File: src/design/uart_pkg.sv
package uart_pkg;

  // ****************************************
  // Register map (byte addresses)
  // ****************************************
  localparam logic [7:0] addr_data = 8'h00;
  localparam logic [7:0] addr_divisor_low = 8'h04;
  localparam logic [7:0] addr_divisor_high = 8'h08;
  localparam logic [7:0] addr_line_control = 8'h0c;
  localparam logic [7:0] addr_status = 8'h10;
  localparam logic [7:0] addr_int_status = 8'h14;
  localparam logic [7:0] addr_int_mask = 8'h18;
  localparam logic [7:0] addr_control = 8'h1c;
  localparam logic [7:0] addr_capture = 8'h20;

  // ****************************************
  // Reset values
  // ****************************************
  localparam logic [7:0] reset_divisor_low = 8'h01;
  localparam logic [7:0] reset_divisor_high = 8'h00;
  localparam logic [7:0] reset_line_control = 8'h03;
  localparam logic [3:0] reset_int_mask = 4'h0;
  localparam logic [3:0] reset_control = 4'h0;

  // ****************************************
  // Line control fields
  // ****************************************
  localparam int lc_len_lsb = 0;
  localparam int lc_stop_bit = 2;
  localparam int lc_par_en_bit = 3;
  localparam int lc_par_even_bit = 4;
  localparam int lc_ninth_bit = 5;
  localparam int lc_ninth_val_bit = 6;

  // Interrupt status bits
  localparam int irq_tx_empty = 0;
  localparam int irq_rx_ready = 1;
  localparam int irq_rx_error = 2;
  localparam int irq_rx_address = 3;

  // Control bits
  localparam int ctl_tx_dma = 0;
  localparam int ctl_rx_dma = 1;
  localparam int ctl_addr_filter = 2;
  localparam int ctl_autobaud = 3;

  localparam logic [3:0] ticks_per_bit = 4'hf;
  localparam logic [3:0] mid_tick = 4'h7;
  localparam logic [1:0] axi_okay = 2'b00;
  localparam logic [1:0] axi_slverr = 2'b10;

  typedef struct packed {
    logic ninth_val;
    logic ninth_en;
    logic par_even;
    logic par_en;
    logic two_stop;
    logic [1:0] len;
  } frame_cfg_type;

  typedef struct packed {
    logic [8:0] word;
    logic parity_err;
    logic framing_err;
  } rx_char_type;

  function automatic logic [3:0] data_bits(input logic [1:0] len);
    data_bits = 4'h5 + {2'b00, len};
  endfunction

  function automatic logic calc_parity(input logic [8:0] w, input frame_cfg_type c);
    logic p;
    p = 1'b0;
    for (int i = 0; i < 9; i++) begin
      if (i < int'(data_bits(c.len)) || (i == 8 && c.ninth_en)) begin
        p = p ^ w[i];
      end
    end
    calc_parity = c.par_even ? p : ~p;
  endfunction

endpackage

File: src/design/async_serial_port_with_dma.sv
// Decided for this implementation: the AXI4-Lite slave port and the register addresses.
`timescale 1ns/1ns
module async_serial_port_with_dma
  import uart_pkg::*;
#(
  parameter int addr_width = 8
)
(
  input wire logic aclk,
  input wire logic aresetn,
  input wire logic [addr_width-1:0] s_axi_awaddr,
  input wire logic s_axi_awvalid,
  output logic s_axi_awready,
  input wire logic [31:0] s_axi_wdata,
  input wire logic [3:0] s_axi_wstrb,
  input wire logic s_axi_wvalid,
  output logic s_axi_wready,
  output logic [1:0] s_axi_bresp,
  output logic s_axi_bvalid,
  input wire logic s_axi_bready,
  input wire logic [addr_width-1:0] s_axi_araddr,
  input wire logic s_axi_arvalid,
  output logic s_axi_arready,
  output logic [31:0] s_axi_rdata,
  output logic [1:0] s_axi_rresp,
  output logic s_axi_rvalid,
  input wire logic s_axi_rready,
  input wire logic serial_in,
  output logic serial_out,
  output logic tx_dma_req,
  input wire logic tx_dma_ack,
  input wire logic [8:0] tx_dma_data,
  output logic rx_dma_req,
  input wire logic rx_dma_ack,
  output logic [8:0] rx_dma_data,
  output logic dma_low_priority,
  output logic autobaud_edge,
  output logic irq
);

  if (addr_width < 7) begin : g_width_check
    $error("addr_width too small for register map");
  end

  // ****************************************
  // Registers
  // ****************************************
  logic [7:0] div_low_reg;
  logic [7:0] div_high_reg;
  frame_cfg_type cfg_reg;
  logic [3:0] int_status_reg;
  logic [3:0] int_mask_reg;
  logic [3:0] control_reg;
  logic [15:0] capture_reg;

  // ****************************************
  // AXI4-Lite write channel
  // ****************************************
  logic aw_held_reg;
  logic w_held_reg;
  logic [addr_width-1:0] awaddr_reg;
  logic [31:0] wdata_reg;
  logic [3:0] wstrb_reg;
  logic wr_fire;
  logic wr_hit;

  assign s_axi_awready = !aw_held_reg && !s_axi_bvalid;
  assign s_axi_wready = !w_held_reg && !s_axi_bvalid;
  assign wr_fire = aw_held_reg && w_held_reg;

  always_ff @(posedge aclk) begin
    if (!aresetn) begin
      aw_held_reg <= 1'b0;
      w_held_reg <= 1'b0;
      awaddr_reg <= '0;
      wdata_reg <= 32'h0000_0000;
      wstrb_reg <= 4'h0;
      s_axi_bvalid <= 1'b0;
      s_axi_bresp <= axi_okay;
    end else begin
      if (s_axi_awvalid && s_axi_awready) begin
        aw_held_reg <= 1'b1;
        awaddr_reg <= s_axi_awaddr;
      end
      if (s_axi_wvalid && s_axi_wready) begin
        w_held_reg <= 1'b1;
        wdata_reg <= s_axi_wdata;
        wstrb_reg <= s_axi_wstrb;
      end
      if (wr_fire) begin
        aw_held_reg <= 1'b0;
        w_held_reg <= 1'b0;
        s_axi_bvalid <= 1'b1;
        s_axi_bresp <= wr_hit ? axi_okay : axi_slverr;
      end else if (s_axi_bvalid && s_axi_bready) begin
        s_axi_bvalid <= 1'b0;
      end
    end
  end

  function automatic logic is_mapped(input logic [addr_width-1:0] a);
    logic [7:0] b;
    b = 8'(a);
    is_mapped = (a[addr_width-1:6] == '0) && (b[1:0] == 2'b00) && (b <= addr_capture);
  endfunction

  assign wr_hit = is_mapped(awaddr_reg);

  function automatic logic wr_to(input logic [7:0] a);
    wr_to = wr_fire && (8'(awaddr_reg) == a) && wstrb_reg[0];
  endfunction

  // ****************************************
  // Baud tick generator
  // ****************************************
  logic [15:0] divisor;
  logic [15:0] baud_count_reg;
  logic tick;
  logic div_write;

  assign divisor = {div_high_reg, div_low_reg};
  assign div_write = wr_to(addr_divisor_low) || wr_to(addr_divisor_high);
  assign tick = (baud_count_reg == 16'h0000);

  // Tick every divisor clocks; bit rate clock/(16*divisor)
  always_ff @(posedge aclk) begin
    if (!aresetn) begin
      baud_count_reg <= 16'h0000;
    end else if (div_write) begin
      baud_count_reg <= 16'h0000; // Restart so a new rate applies at once
    end else if (tick) begin
      baud_count_reg <= (divisor == 16'h0000) ? 16'h0000 : divisor - 16'h0001;
    end else begin
      baud_count_reg <= baud_count_reg - 16'h0001;
    end
  end

  // ****************************************
  // Configuration registers
  // ****************************************
  always_ff @(posedge aclk) begin
    if (!aresetn) begin
      div_low_reg <= reset_divisor_low;
      div_high_reg <= reset_divisor_high;
      cfg_reg <= frame_cfg_type'(reset_line_control[6:0]);
      int_mask_reg <= reset_int_mask;
      control_reg <= reset_control;
    end else begin
      if (wr_to(addr_divisor_low)) div_low_reg <= wdata_reg[7:0];
      if (wr_to(addr_divisor_high)) div_high_reg <= wdata_reg[7:0];
      if (wr_to(addr_line_control)) cfg_reg <= frame_cfg_type'(wdata_reg[6:0]);
      if (wr_to(addr_int_mask)) int_mask_reg <= wdata_reg[3:0];
      if (wr_to(addr_control)) control_reg <= wdata_reg[3:0];
    end
  end

  // ****************************************
  // Transmit path: holding register plus shifter
  // ****************************************
  logic tx_hold_full_reg;
  logic [8:0] tx_hold_reg;
  logic tx_busy;
  logic tx_load;
  logic tx_cpu_write;
  logic tx_dma_take;

  assign tx_cpu_write = wr_to(addr_data) && !control_reg[ctl_tx_dma];
  assign tx_dma_req = control_reg[ctl_tx_dma] && !tx_hold_full_reg;
  assign tx_dma_take = tx_dma_req && tx_dma_ack;
  assign tx_load = tx_hold_full_reg && !tx_busy;

  // Word waits in holding stage while shifter sends the previous
  always_ff @(posedge aclk) begin
    if (!aresetn) begin
      tx_hold_full_reg <= 1'b0;
      tx_hold_reg <= 9'h000;
    end else if (tx_cpu_write && !tx_hold_full_reg) begin
      tx_hold_full_reg <= 1'b1;
      tx_hold_reg <= {cfg_reg.ninth_val | wdata_reg[8], wdata_reg[7:0]};
    end else if (tx_dma_take) begin
      tx_hold_full_reg <= 1'b1;
      tx_hold_reg <= tx_dma_data;
    end else if (tx_load) begin
      tx_hold_full_reg <= 1'b0;
    end
  end

  serial_tx u_tx (
    .aclk(aclk),
    .aresetn(aresetn),
    .tick(tick),
    .cfg(cfg_reg),
    .load(tx_load),
    .word(tx_hold_reg),
    .busy(tx_busy),
    .line_out(serial_out)
  );

  // ****************************************
  // Receive path: shifter plus holding register
  // ****************************************
  logic rx_done;
  rx_char_type rx_char;
  logic rx_full_reg;
  rx_char_type rx_hold_reg;
  logic rx_overrun_reg;
  logic rx_cpu_read;
  logic rx_accept;
  logic rx_is_addr;

  // Receiver runs beside transmitter, sharing only the baud tick and cfg_reg
  serial_rx u_rx (
    .aclk(aclk),
    .aresetn(aresetn),
    .tick(tick),
    .cfg(cfg_reg),
    .line_in(serial_in),
    .done(rx_done),
    .char_out(rx_char)
  );

  assign rx_is_addr = cfg_reg.ninth_en && rx_char.word[8];
  assign rx_accept = rx_done && (!control_reg[ctl_addr_filter] || rx_is_addr);
  assign rx_dma_req = control_reg[ctl_rx_dma] && rx_full_reg;
  assign rx_dma_data = rx_hold_reg.word;
  assign dma_low_priority = 1'b1;

  // New character lands in holding stage
  always_ff @(posedge aclk) begin
    if (!aresetn) begin
      rx_full_reg <= 1'b0;
      rx_hold_reg <= '0;
      rx_overrun_reg <= 1'b0;
    end else begin
      if (wr_to(addr_status) && wdata_reg[4]) rx_overrun_reg <= 1'b0;
      if (rx_accept) begin
        rx_full_reg <= 1'b1;
        rx_hold_reg <= rx_char;
        if (rx_full_reg && !(rx_cpu_read || (rx_dma_req && rx_dma_ack))) begin
          rx_overrun_reg <= 1'b1;
        end
      end else if (rx_cpu_read || (rx_dma_req && rx_dma_ack)) begin
        rx_full_reg <= 1'b0;
      end
    end
  end

  // ****************************************
  // Autobaud edge capture
  // ****************************************
  logic line_prev_reg;
  logic [15:0] edge_count_reg;

  // Edge pulse for an external timer plus own interval count
  always_ff @(posedge aclk) begin
    if (!aresetn) begin
      line_prev_reg <= 1'b1;
      edge_count_reg <= 16'h0000;
      capture_reg <= 16'h0000;
      autobaud_edge <= 1'b0;
    end else begin
      line_prev_reg <= serial_in;
      autobaud_edge <= control_reg[ctl_autobaud] && (line_prev_reg != serial_in);
      if (control_reg[ctl_autobaud] && line_prev_reg != serial_in) begin
        capture_reg <= edge_count_reg;
        edge_count_reg <= 16'h0001;
      end else if (edge_count_reg != 16'hffff) begin
        edge_count_reg <= edge_count_reg + 16'h0001;
      end
    end
  end

  // ****************************************
  // Interrupts
  // ****************************************
  logic [3:0] int_events;

  assign int_events[irq_tx_empty] = tx_load;
  assign int_events[irq_rx_ready] = rx_accept;
  assign int_events[irq_rx_error] = rx_done && (rx_char.parity_err || rx_char.framing_err);
  assign int_events[irq_rx_address] = rx_done && rx_is_addr;

  // Set wins over write-one-to-clear
  always_ff @(posedge aclk) begin
    if (!aresetn) begin
      int_status_reg <= 4'h0;
    end else if (wr_to(addr_int_status)) begin
      int_status_reg <= (int_status_reg & ~wdata_reg[3:0]) | int_events;
    end else begin
      int_status_reg <= int_status_reg | int_events;
    end
  end

  assign irq = |(int_status_reg & int_mask_reg);

  // ****************************************
  // AXI4-Lite read channel
  // ****************************************
  logic [31:0] rd_value;
  logic [7:0] rd_off;

  assign s_axi_arready = !s_axi_rvalid;
  assign rd_off = 8'(s_axi_araddr);
  assign rx_cpu_read = s_axi_arvalid && s_axi_arready && (rd_off == addr_data)
                       && is_mapped(s_axi_araddr) && !control_reg[ctl_rx_dma];

  always_comb begin
    rd_value = 32'h0000_0000;
    case (rd_off)
      addr_data: rd_value = {23'h0, rx_hold_reg.word};
      addr_divisor_low: rd_value = {24'h0, div_low_reg};
      addr_divisor_high: rd_value = {24'h0, div_high_reg};
      addr_line_control: rd_value = {25'h0, cfg_reg};
      addr_status: rd_value = {26'h0, rx_hold_reg.framing_err, rx_hold_reg.parity_err,
                               rx_overrun_reg, tx_busy, tx_hold_full_reg, rx_full_reg};
      addr_int_status: rd_value = {28'h0, int_status_reg};
      addr_int_mask: rd_value = {28'h0, int_mask_reg};
      addr_control: rd_value = {28'h0, control_reg};
      addr_capture: rd_value = {16'h0, capture_reg};
      default: rd_value = 32'h0000_0000;
    endcase
  end

  always_ff @(posedge aclk) begin
    if (!aresetn) begin
      s_axi_rvalid <= 1'b0;
      s_axi_rdata <= 32'h0000_0000;
      s_axi_rresp <= axi_okay;
    end else if (s_axi_arvalid && s_axi_arready) begin
      s_axi_rvalid <= 1'b1;
      s_axi_rdata <= is_mapped(s_axi_araddr) ? rd_value : 32'h0000_0000;
      s_axi_rresp <= is_mapped(s_axi_araddr) ? axi_okay : axi_slverr;
    end else if (s_axi_rvalid && s_axi_rready) begin
      s_axi_rvalid <= 1'b0;
    end
  end

endmodule

File: src/design/serial_tx.sv
`timescale 1ns/1ns
module serial_tx
  import uart_pkg::*;
(
  input wire logic aclk,
  input wire logic aresetn,
  input wire logic tick,
  input frame_cfg_type cfg,
  input wire logic load,
  input wire logic [8:0] word,
  output logic busy,
  output logic line_out
);

  typedef enum logic [1:0] {
    tx_idle = 2'b00,
    tx_shift = 2'b01,
    tx_stop = 2'b10
  } tx_state_type;

  tx_state_type state_reg;
  logic [10:0] shift_reg;
  logic [3:0] bits_reg;
  logic [3:0] tick_reg;
  logic [1:0] stop_reg;
  logic [8:0] word_reg;
  logic ninth_now;

  assign busy = (state_reg != tx_idle);
  assign ninth_now = cfg.ninth_en && (bits_reg == 4'h1 + {3'h0, cfg.par_en});

  // Start, LSB-first data, optional ninth and parity, stop
  always_ff @(posedge aclk) begin
    if (!aresetn) begin
      state_reg <= tx_idle;
      shift_reg <= 11'h7ff;
      bits_reg <= 4'h0;
      tick_reg <= 4'h0;
      stop_reg <= 2'h0;
      line_out <= 1'b1;
    end else begin
      case (state_reg)
        tx_idle: begin
          line_out <= 1'b1;
          if (load) begin
            shift_reg <= {2'b11, word};
            bits_reg <= data_bits(cfg.len) + {3'h0, cfg.ninth_en} + {3'h0, cfg.par_en};
            tick_reg <= 4'h0;
            stop_reg <= cfg.two_stop ? 2'h2 : 2'h1;
            line_out <= 1'b0;
            state_reg <= tx_shift;
          end
        end
        tx_shift: if (tick) begin
          tick_reg <= tick_reg + 4'h1;
          if (tick_reg == ticks_per_bit) begin
            if (bits_reg == 4'h0) begin
              line_out <= 1'b1;
              state_reg <= tx_stop;
            end else begin
              line_out <= (bits_reg == 4'h1 && cfg.par_en) ? calc_parity(word_reg, cfg)
                          : ninth_now ? word_reg[8] : shift_reg[0];
              shift_reg <= {1'b1, shift_reg[10:1]};
              bits_reg <= bits_reg - 4'h1;
            end
          end
        end
        tx_stop: if (tick) begin
          tick_reg <= tick_reg + 4'h1;
          if (tick_reg == ticks_per_bit) begin
            stop_reg <= stop_reg - 2'h1;
            if (stop_reg == 2'h1) begin
              state_reg <= tx_idle;
            end
          end
        end
        default: state_reg <= tx_idle;
      endcase
    end
  end

  // Latched word for parity at the tail of the frame
  always_ff @(posedge aclk) begin
    if (!aresetn) begin
      word_reg <= 9'h000;
    end else if (load && state_reg == tx_idle) begin
      word_reg <= mask_word(word);
    end
  end

  function automatic logic [8:0] mask_word(input logic [8:0] w);
    logic [8:0] m;
    m = 9'h000;
    for (int i = 0; i < 8; i++) begin
      if (i < int'(data_bits(cfg.len))) begin
        m[i] = w[i];
      end
    end
    m[8] = cfg.ninth_en & w[8];
    mask_word = m;
  endfunction

endmodule

File: src/design/serial_rx.sv
`timescale 1ns/1ns
module serial_rx
  import uart_pkg::*;
(
  input wire logic aclk,
  input wire logic aresetn,
  input wire logic tick,
  input frame_cfg_type cfg,
  input wire logic line_in,
  output logic done,
  output rx_char_type char_out
);

  typedef enum logic [1:0] {
    rx_idle = 2'b00,
    rx_start = 2'b01,
    rx_bits = 2'b10,
    rx_stopbit = 2'b11
  } rx_state_type;

  rx_state_type state_reg;
  logic [3:0] tick_reg;
  logic [3:0] count_reg;
  logic [3:0] total_reg;
  logic [9:0] bits_reg;

  function automatic logic [8:0] pick_word(input logic [9:0] b, input frame_cfg_type c);
    logic [8:0] w;
    w = 9'h000;
    for (int i = 0; i < 8; i++) begin
      if (i < int'(data_bits(c.len))) begin
        w[i] = b[i];
      end
    end
    if (c.ninth_en) begin
      w[8] = b[data_bits(c.len)];
    end
    pick_word = w;
  endfunction

  // Mid-bit sampling at sixteen ticks per bit
  always_ff @(posedge aclk) begin
    if (!aresetn) begin
      state_reg <= rx_idle;
      tick_reg <= 4'h0;
      count_reg <= 4'h0;
      total_reg <= 4'h0;
      bits_reg <= 10'h000;
      done <= 1'b0;
      char_out <= '0;
    end else begin
      done <= 1'b0;
      case (state_reg)
        rx_idle: if (!line_in) begin
          tick_reg <= 4'h0;
          state_reg <= rx_start;
        end
        rx_start: if (tick) begin
          tick_reg <= tick_reg + 4'h1;
          if (tick_reg == mid_tick) begin
            tick_reg <= 4'h0;
            count_reg <= 4'h0;
            total_reg <= data_bits(cfg.len) + {3'h0, cfg.ninth_en} + {3'h0, cfg.par_en};
            state_reg <= line_in ? rx_idle : rx_bits;
          end
        end
        rx_bits: if (tick) begin
          tick_reg <= tick_reg + 4'h1;
          if (tick_reg == ticks_per_bit) begin
            bits_reg[count_reg] <= line_in;
            count_reg <= count_reg + 4'h1;
            if (count_reg + 4'h1 == total_reg) begin
              state_reg <= rx_stopbit;
            end
          end
        end
        rx_stopbit: if (tick) begin
          tick_reg <= tick_reg + 4'h1;
          if (tick_reg == ticks_per_bit) begin
            // One stop bit checked; a second one reads as idle
            done <= 1'b1;
            char_out.word <= pick_word(bits_reg, cfg);
            char_out.parity_err <= cfg.par_en &&
              (bits_reg[total_reg - 4'h1] != calc_parity(pick_word(bits_reg, cfg), cfg));
            char_out.framing_err <= !line_in;
            state_reg <= rx_idle;
          end
        end
        default: state_reg <= rx_idle;
      endcase
    end
  end

endmodule

File: config.mk
export PLATFORM = sky130hd
export DESIGN_NAME = async_serial_port_with_dma
export DESIGN_NICKNAME = d
export VERILOG_FILES = /design/src/design/uart_pkg.sv /design/src/design/async_serial_port_with_dma.sv /design/src/design/serial_tx.sv /design/src/design/serial_rx.sv
export SDC_FILE = /design/constraint.sdc
export NUM_CORES = 1
export LEC_CHECK = 0
export ABC_AREA = 1
export BUFFER_PORTS_ARGS = -buffer_cell sky130_fd_sc_hd__buf_4
export CAP_MARGIN = 0
export CORE_ASPECT_RATIO = 2
export CORE_MARGIN = 8
export CORE_UTILIZATION = 35
export DETAILED_ROUTE_END_ITERATION = 8
export PLACE_DENSITY = 0.54
export RECOVER_POWER = 100
export SLEW_MARGIN = 30
export SYNTH_ARGS = -nofsm -noshare
export SYNTH_HDL_FRONTEND = slang
export SYNTH_SLANG_ARGS = --single-unit
export TNS_END_PERCENT = 10
File: constraint.sdc
create_clock -name aclk -period 2.1 [get_ports aclk]
set_clock_uncertainty 0.15 [all_clocks]
set_input_delay 0.105 -clock aclk [delete_from_list [all_inputs] [get_ports aclk]]
set_output_delay 0.105 -clock aclk [all_outputs]
set_load 0.02 [all_outputs]
==> qor_table.md, run 1 <==
| Quantity | Reported |
|:---|:---|
| Result of the run | complete, no violations |
| Final critical path time including I/O delays and setup | 2.065 ns |
| Proportion of layout cells with a drive suffix above 1 | 11.63% |
| I/O pin total | 127 |
| CP Launch Type | flop |
| Fraction of registers with async set/reset | 0% |
| Sequential cell area fraction in the yosys report | 40.71% |
| Predominant post-synthesis flop cell | sky130_fd_sc_hd__dfxtp_1 |
| Clock latency reported for the late side of the worst-skew pair | 0.52 ns |
| Setup repair after global routing missed its margin | true |
| Die width | 138.9 um |
| Max-slew violations | 0 |
| Overall global routing resource usage | 17.19% |
| Core outline area | 0.02995 mm^2 |
| DP HPWL | 23490 um |
| Clock transition at path regs | 0.07 ns |
| Slew at the pin with the worst max-slew slack | 0.5959 ns |
| Critical path class | flop to flop |
| EDFF count, synth | 0 |
| Post-DR wirelength/cell | 15.71 um |
| Proportion of netlist area held by the largest area contributor | 40.71% |
| Standard-cell rows | 90 |
| Utilization after layout | 43.26% |
| Leak Pwr | 5.261 nW |
| Standard cell area after detailed placement | 0.01179 mm^2 |
| Die Area | 0.03636 mm^2 |
| Top-count cell post-synth | sky130_fd_sc_hd__nand2_1 |
| Number of diodes | 0 |
| First-pass GRT wire length | 51250 um |
| Worst ir drop on vdd | 539.2 uV |
| Final setup violating endpoints | 0 |
| Worst max-slew margin expressed relative to the limit | 59.91% |
| Routability cong. | 0.8874 |
| Nets@finish | 1737 |
| Maximum buffer depth of the clock tree | 3 |
| Flop and latch count out of synthesis | 215 |
| Detailed Route WL | 31860 um |
| Number of detailed-route iterations in the first pass | 5 |
| Endpoints failing hold | 0 |
| Highest achievable clock rate | 484.4 MHz |
| Pwr Density | 890.1 mW/mm^2 |
| Post-route setup slack | 0.03541 ns |
| Number of antenna violations at the first check in global routing | 0 |
| TritonCTS clock tree | built |
| Commonest cells post-synth | sky130_fd_sc_hd__nand2_1 (261), sky130_fd_sc_hd__dfxtp_1 (215), sky130_fd_sc_hd__nor2_1 (178) |
| Area added between synthesis and finish | 22.57% |
| Warning count from the yosys run | 0 |
| Initial standard-cell utilization of the core | 35.30% |
| Hold/Removal Path Class | primary input to flop |
| IO buf count | 81 |
| Number of fill cells in the layout | 3063 |
| # DRC | 0 |
| Clk Tree Root Cell | sky130_fd_sc_hd__clkbuf_16 |
| Vias in the first global route | 9978 |
| Cell area after layout | 0.01296 mm^2 |
| Per-instance average area after synthesis | 7.100 um^2 |
| Dpl ws | 0.02557 ns |
| Endpoint arrival time on the critical path | 2.37 ns |
| Inserted Clock Buffers | 22 |
| Post-Syn Instances | 1489 |
| Post-detailed-route via-to-cell ratio | 5.092 |
| Period utilisation layout | 98.31% |
| Number of vias after detailed routing | 10330 |
| Largest net degree at the start of global routing | 107 |
| Cell type with the highest aggregate area in the netlist | sky130_fd_sc_hd__dfxtp_1 |
| DR iter-0 viols | 695 |
| Number of sinks on the clock net | 215 |
| Cell variety after synth | 48 |
| Critical path data required time | 2.40 ns |
| Maxcap violations | 0 |
| Nature of the critical path endpoint | flop |
| Overall die height | 261.8 um |
| Total congestion overflow | 0 |
| Post-Syn Area | 0.01057 mm^2 |
| Number of nets still failing antenna checks after routing | 0 |
| Largest cells by area after synthesis | sky130_fd_sc_hd__dfxtp_1 (41%), sky130_fd_sc_hd__nand2_1 (9.3%), sky130_fd_sc_hd__o21ai_0 (6.8%) |
| Highest fanout seen on the critical path | 10 |
| H-Tree Level Count | 1 |
[through the flow]
step           TNS (ns)  std cells  power, W  hold WS (ns)
5_1_grt         -0.8243       2028   0.01215       0.08278
3_5_place_dp          0       1939  0.007294        0.2114
4_1_cts               0       2020   0.01141       0.01137
6_report              0       2028   0.01153       0.04244
3_3_place_gp          0       1939  0.007231        0.2050
2_1_floorplan         0       1506  0.006452       0.05287
[routing by layer]
metal,track usage [%],up-vias,routed length (um)
li1,-,5186,-
met1,20.45,4802,13760
met2,30.14,272,15290
met3,2.783,67,1620
met4,7.329,0,1196
met5,0,-,0
[logic make-up after synthesis]
group                    after synthesis  synth area share (%)
XOR/XNOR                              43                 3.562
AO/OA/AOI/OAI                        360                 18.80
adder cells (fa/ha/maj)               22                 2.746
other                                  2               0.07103
flip-flops                           215                 40.71
AND/OR/NAND/NOR                      594                 23.88
buffers and inverters                253                 10.22
[report_power, final]
group,switching [W],internal [W],leakage [nW]
Clock,0.00172,0.00231,0.368
Combinational,0.00173,0.00116,3.15
Sequential,0.000252,0.00436,1.74
[critical path: stages, from the launching register on]
cell and delay (ns):
sky130_fd_sc_hd__dfxtp_1 0.31, sky130_fd_sc_hd__inv_1 0.09, sky130_fd_sc_hd__ha_4 0.15, sky130_fd_sc_hd__buf_4 0.12, sky130_fd_sc_hd__nand2_2 0.06, sky130_fd_sc_hd__nor2_4 0.15
sky130_fd_sc_hd__nand2_2 0.09, sky130_fd_sc_hd__nor2_4 0.29, sky130_fd_sc_hd__nand3b_4 0.14, sky130_fd_sc_hd__inv_4 0.10, sky130_fd_sc_hd__buf_12 0.12, sky130_fd_sc_hd__o21ai_1 0.07
sky130_fd_sc_hd__a21oi_2 0.14
[placed cells by master, fill, tap and decap left out, types with 3 or more instances in the layout]
cell	n
sky130_fd_sc_hd__xnor2_1	11
sky130_fd_sc_hd__o211ai_1	4
sky130_fd_sc_hd__clkbuf_1	46
sky130_fd_sc_hd__clkbuf_16	25
sky130_fd_sc_hd__buf_4	94
sky130_fd_sc_hd__a21oi_2	11
sky130_fd_sc_hd__nor2_1	171
sky130_fd_sc_hd__nor3_1	19
sky130_fd_sc_hd__clkinv_1	6
sky130_fd_sc_hd__a221oi_1	5
sky130_fd_sc_hd__dlygate4sd3_1	41
sky130_fd_sc_hd__nand2_2	6
sky130_fd_sc_hd__nor4_1	4
sky130_fd_sc_hd__inv_1	169
sky130_fd_sc_hd__nand3_1	86
sky130_fd_sc_hd__inv_2	3
sky130_fd_sc_hd__dfxtp_2	7
sky130_fd_sc_hd__nor2_2	9
sky130_fd_sc_hd__nor2_4	5
sky130_fd_sc_hd__o21ai_0	141
sky130_fd_sc_hd__ha_1	19
sky130_fd_sc_hd__dfxtp_1	208
sky130_fd_sc_hd__clkbuf_8	5
sky130_fd_sc_hd__nand2_1	257
sky130_fd_sc_hd__a31oi_1	9
sky130_fd_sc_hd__o311ai_1	8
sky130_fd_sc_hd__conb_1	19
sky130_fd_sc_hd__buf_12	5
sky130_fd_sc_hd__a211oi_1	7
sky130_fd_sc_hd__o22ai_1	21
sky130_fd_sc_hd__a21oi_1	132
sky130_fd_sc_hd__clkinv_2	6
sky130_fd_sc_hd__xor2_1	32
sky130_fd_sc_hd__o21ai_1	11
sky130_fd_sc_hd__nand4_1	25
[area by class of cell]
class	instances	area (um^2)	area share [%]
Sequential cell	215	4313	33.28
Tap cell	368	460.4	3.553
Timing Repair Buffer	187	1441	11.12
Clock inverter	10	85.08	0.6566
Inverter	180	680.7	5.252
Clock buffer	30	651.9	5.030
Multi-Input combinational cell	1038	5326	41.10
[timing repair]
item	4_1_cts	5_1_grt
endpoints found under the setup margin	0	80
hold buffers	41	1
buffers inserted	0	5
endpoints found under the hold margin	95	5
gates resized for setup	0	36
[worst paths after layout]
| kind | cells past startpoint | slack (ns) | endpoint | start |
|---|---|---|---|---|
| worst max register to register | 12 | 0.04 | u_rx.char_out[8]$_SDFFE_PN0P_ | baud_count_reg[1]$_SDFF_PP0_ |
| worst max-delay path | 12 | 0.04 | u_rx.char_out[8]$_SDFFE_PN0P_ | baud_count_reg[1]$_SDFF_PP0_ |
| worst min-delay path | 7 | 0.04 | s_axi_rdata[8]$_SDFFE_PN0P_ | s_axi_araddr[6] |
| worst min register to register | 2 | 0.31 | u_tx.shift_reg[8]$_SDFFE_PN1P_ | u_tx.shift_reg[8]$_SDFFE_PN1P_ |
Power figures use the tool's default switching activity.
==> run 2, diff against run 1 <==
--- a/config.mk
+++ b/config.mk
@@ -5,7 +5,6 @@
 export SDC_FILE = /design/constraint.sdc
 export NUM_CORES = 1
 export LEC_CHECK = 0
-export ABC_AREA = 1
 export BUFFER_PORTS_ARGS = -buffer_cell sky130_fd_sc_hd__buf_4
 export CAP_MARGIN = 0
 export CORE_ASPECT_RATIO = 2
==> qor_table.md, run 2 <==
| Quantity | Reported | Change |
|:---|:---|:---|
| CP Launch Type | flop |  |
| Inserted Clock Buffers | 23 | +4.5% |
| Post-detailed-route via-to-cell ratio | 5.173 | +1.6% |
| Post-Syn Instances | 1245 | -16% |
| Leak Pwr | 5.397 nW | +2.6% |
| Standard-cell rows | 90 | unchanged |
| Post-DR wirelength/cell | 17.25 um | +9.8% |
| Largest cells by area after synthesis | sky130_fd_sc_hd__dfxtp_1 (41%), sky130_fd_sc_hd__mux2i_1 (7.2%), sky130_fd_sc_hd__nand2_1 (6.2%) |  |
| EDFF count, synth | 0 | unchanged |
| Final critical path time including I/O delays and setup | 2.358 ns | +0.2932 ns |
| Leading cell type in the layout, fill and taps excluded | sky130_fd_sc_hd__dfxtp_1 |  |
| End of the worst register-to-register path | baud_count_reg[5]$_SDFF_PP0_ |  |
| Number of nets still failing antenna checks after routing | 0 | unchanged |
| Worst reg-to-reg path cell count | 9 | -3 |
| Final setup violating endpoints | 60 | +60 |
| Number of antenna violations at the first check in global routing | 1 | +1 |
| Setup repair after global routing missed its margin | true |  |
| Proportion of layout cells with a drive suffix above 1 | 20.79% | +9.2 points |
| Cell variety after synth | 74 | +54% |
| Slowest Stage Delay on Critical Path | 0.46 ns | +0.15 ns |
| Worst max-slew margin expressed relative to the limit | 32.75% | -27 points |
| IO buf count | 81 | unchanged |
| Hold/Removal Path Class | primary input to flop |  |
| Warning count from the yosys run | 0 | unchanged |
| Number of sinks on the clock net | 215 | unchanged |
| Die Area | 0.03632 mm^2 | -0.13% |
| Number of detailed-route iterations in the first pass | 5 | unchanged |
| Hold WS | 0.05941 ns | +0.01697 ns |
| TritonCTS clock tree | built |  |
| Worst Hold End | s_axi_rdata[8]$_SDFFE_PN0P_ |  |
| Cell type with the highest aggregate area in the netlist | sky130_fd_sc_hd__dfxtp_1 |  |
| Worst ir drop on vdd | 628.4 uV | +17% |
| Endpoint arrival time on the critical path | 2.60 ns | +0.23 ns |
| Overall die height | 261.6 um | about the same |
| Hold Crit Start | s_axi_araddr[3] |  |
| Endpoints failing hold | 0 | unchanged |
| Largest net degree at the start of global routing | 84 | -21% |
| DP HPWL | 23330 um | -0.67% |
| Vias in the first global route | 9882 | -0.96% |
| Highest fanout seen on the critical path | 8 | -2 |
| Total congestion overflow | 0 | unchanged |
| Cell chain of the critical path | inv_2, ha_4, or4b_4, or4_4, nor3b_2, nor2_2, buf_12, a22oi_2, nor2_1 |  |
| Highest achievable clock rate | 424.1 MHz | -12% |
| Die width | 138.8 um | about the same |
| I/O pin total | 127 | unchanged |
| Result of the run | finished with violations |  |
| Standard cell area after detailed placement | 0.01229 mm^2 | +4.2% |
| Violated checks | setup timing |  |
| Proportion of netlist area held by the largest area contributor | 40.77% | +0.058 points |
| Routability cong. | 0.8419 | -5.1% |
| Fraction of registers with async set/reset | 0% | unchanged |
| Commonest cells after routing, fill and taps aside | sky130_fd_sc_hd__dfxtp_1 (204), sky130_fd_sc_hd__nand2_1 (162), sky130_fd_sc_hd__buf_4 (152) |  |
| Cell area after layout | 0.01383 mm^2 | +6.8% |
| # DRC | 0 | unchanged |
| Post-Syn Area | 0.01056 mm^2 | -0.14% |
| Top-count cell post-synth | sky130_fd_sc_hd__dfxtp_1 |  |
| H-Tree Level Count | 1 | unchanged |
| Area added between synthesis and finish | 31.04% |  |
| Clock transition at path regs | 0.06 ns | about the same |
| Reg-to-reg slack, setup | -0.26 ns | -0.29 ns |
| Clk Tree Root Cell | sky130_fd_sc_hd__clkbuf_16 |  |
| Slew at the pin with the worst max-slew slack | 1.009 ns | +0.4128 ns |
| Flop and latch count out of synthesis | 215 | unchanged |
| Critical path data required time | 2.35 ns | -0.05 ns |
| DR iter-0 viols | 616 | -11% |
| Core outline area | 0.02995 mm^2 | unchanged |
| Maxcap violations | 0 | unchanged |
| Maximum buffer depth of the clock tree | 3 | unchanged |
| Number of vias after detailed routing | 9549 | -7.5% |
| Sequential cell area fraction in the yosys report | 40.77% | +0.058 points |
| Nature of the critical path endpoint | flop |  |
| Nets@finish | 1554 | -11% |
| Hold Path Depth | 4 | -3 |
| Period utilisation layout | 112.3% | +14 points |
| First-pass GRT wire length | 52030 um | +1.5% |
| Critical path class | flop to flop |  |
| Slowest CP cell | sky130_fd_sc_hd__or4b_4 |  |
| Post-route setup slack | -0.2578 ns | -0.2932 ns |
| Max-slew violations | 0 | unchanged |
| Per-instance average area after synthesis | 8.480 um^2 | +19% |
| Commonest cells post-synth | sky130_fd_sc_hd__dfxtp_1 (215), sky130_fd_sc_hd__nand2_1 (173), sky130_fd_sc_hd__nor2_1 (137) |  |
| Clock latency reported for the late side of the worst-skew pair | 0.51 ns | about the same |
| Detailed Route WL | 31850 um | about the same |
| Predominant post-synthesis flop cell | sky130_fd_sc_hd__dfxtp_1 |  |
| Pwr Density | 889.6 mW/mm^2 | about the same |
| Initial standard-cell utilization of the core | 35.25% | -0.050 points |
| Overall global routing resource usage | 17.48% | +0.29 points |
| Crit. Startpoint | div_low_reg[1]$_SDFFE_PN0P_ |  |
| FF-to-FF Start | div_low_reg[1]$_SDFFE_PN0P_ |  |
## run 2: worst max-delay path, delay by kind of cell (launching register included)
kind,cells,cell delay [ns]
AOI/OAI and AO/OA,1,0.15
adders and majority gates,1,0.13
buffers and inverters,2,0.21
and+or+nand+nor,5,1.28
DFF,1,0.32
## run 2: kinds of logic after synthesis
group / share of synthesized area (%)
fa+ha+maj: 2.749
xor+xnor: 4.575
buf+inv: 5.712
mux: 8.592
compound gates: 14.89
simple gates: 22.65
flops: 40.77
other cells: 0.07113
## run 2: worst max-delay path by stage
stage / end / slack (ns) / depth (start not counted)
CTS: baud_count_reg[14]$_SDFF_PP0_ / -0.23 / 8
detailed placement: baud_count_reg[5]$_SDFF_PP0_ / -0.26 / 9
global placement: baud_count_reg[5]$_SDFF_PP0_ / -0.20 / 9
floorplan: u_rx.char_out[1]$_SDFFE_PN0P_ / -0.25 / 6
finish: baud_count_reg[5]$_SDFF_PP0_ / -0.26 / 9
global route: baud_count_reg[5]$_SDFF_PP0_ / -0.33 / 9
## run 2: stage by stage
step	setup TNS, ns	power (W)	setup WS (ns)	utilization [%]	instances
after floorplan	-6.409	0.006330	-0.2454	-	1262
after global placement	-8.170	0.007357	-0.2004	41.02	1740
after detailed placement	-10.31	0.007432	-0.2638	41.02	1740
after CTS	-5.105	0.01231	-0.2256	46.37	1842
after global routing	-16.34	0.01293	-0.3311	46.19	1846
final	-5.758	0.01231	-0.2578	46.19	1846
## run 2: timing repair
item	4_1_cts	5_1_grt
hold buffers	58	0
pin swaps	25	22
endpoints found under the setup margin	87	124
endpoints found under the hold margin	59	0
buffers inserted	3	2
resized for setup	46	35
cloned	0	1
## run 2: layout make-up
class | count | area, um^2
fill | 2923 | 16120
antenna | 1 | 2.502
sequential | 215 | 4318
timing repair buffer | 271 | 2102
inverter | 31 | 118.9
clock inverter | 16 | 225.2
multi-input combinational | 919 | 6005
clock buffer | 25 | 603.1
tap | 368 | 460.4
## run 2: report_power, final
group	switching, W	leakage, nW	total (W)	internal, W
Combinational	0.00166	3.25	0.00331	0.00165
Clock	0.00174	0.406	0.00445	0.00271
Sequential	0.000220	1.74	0.00455	0.00433
Total	0.00362	5.40	0.0123	0.00868
## run 2: per-layer routing
metal	GRT usage (%)	vias to the layer above	share of wire [%]
met1	20.07	4551	42
met2	32.71	179	52
met3	1.928	45	3.0
met5	0	-	0
met4	6.378	0	2.7
li1	-	4774	-
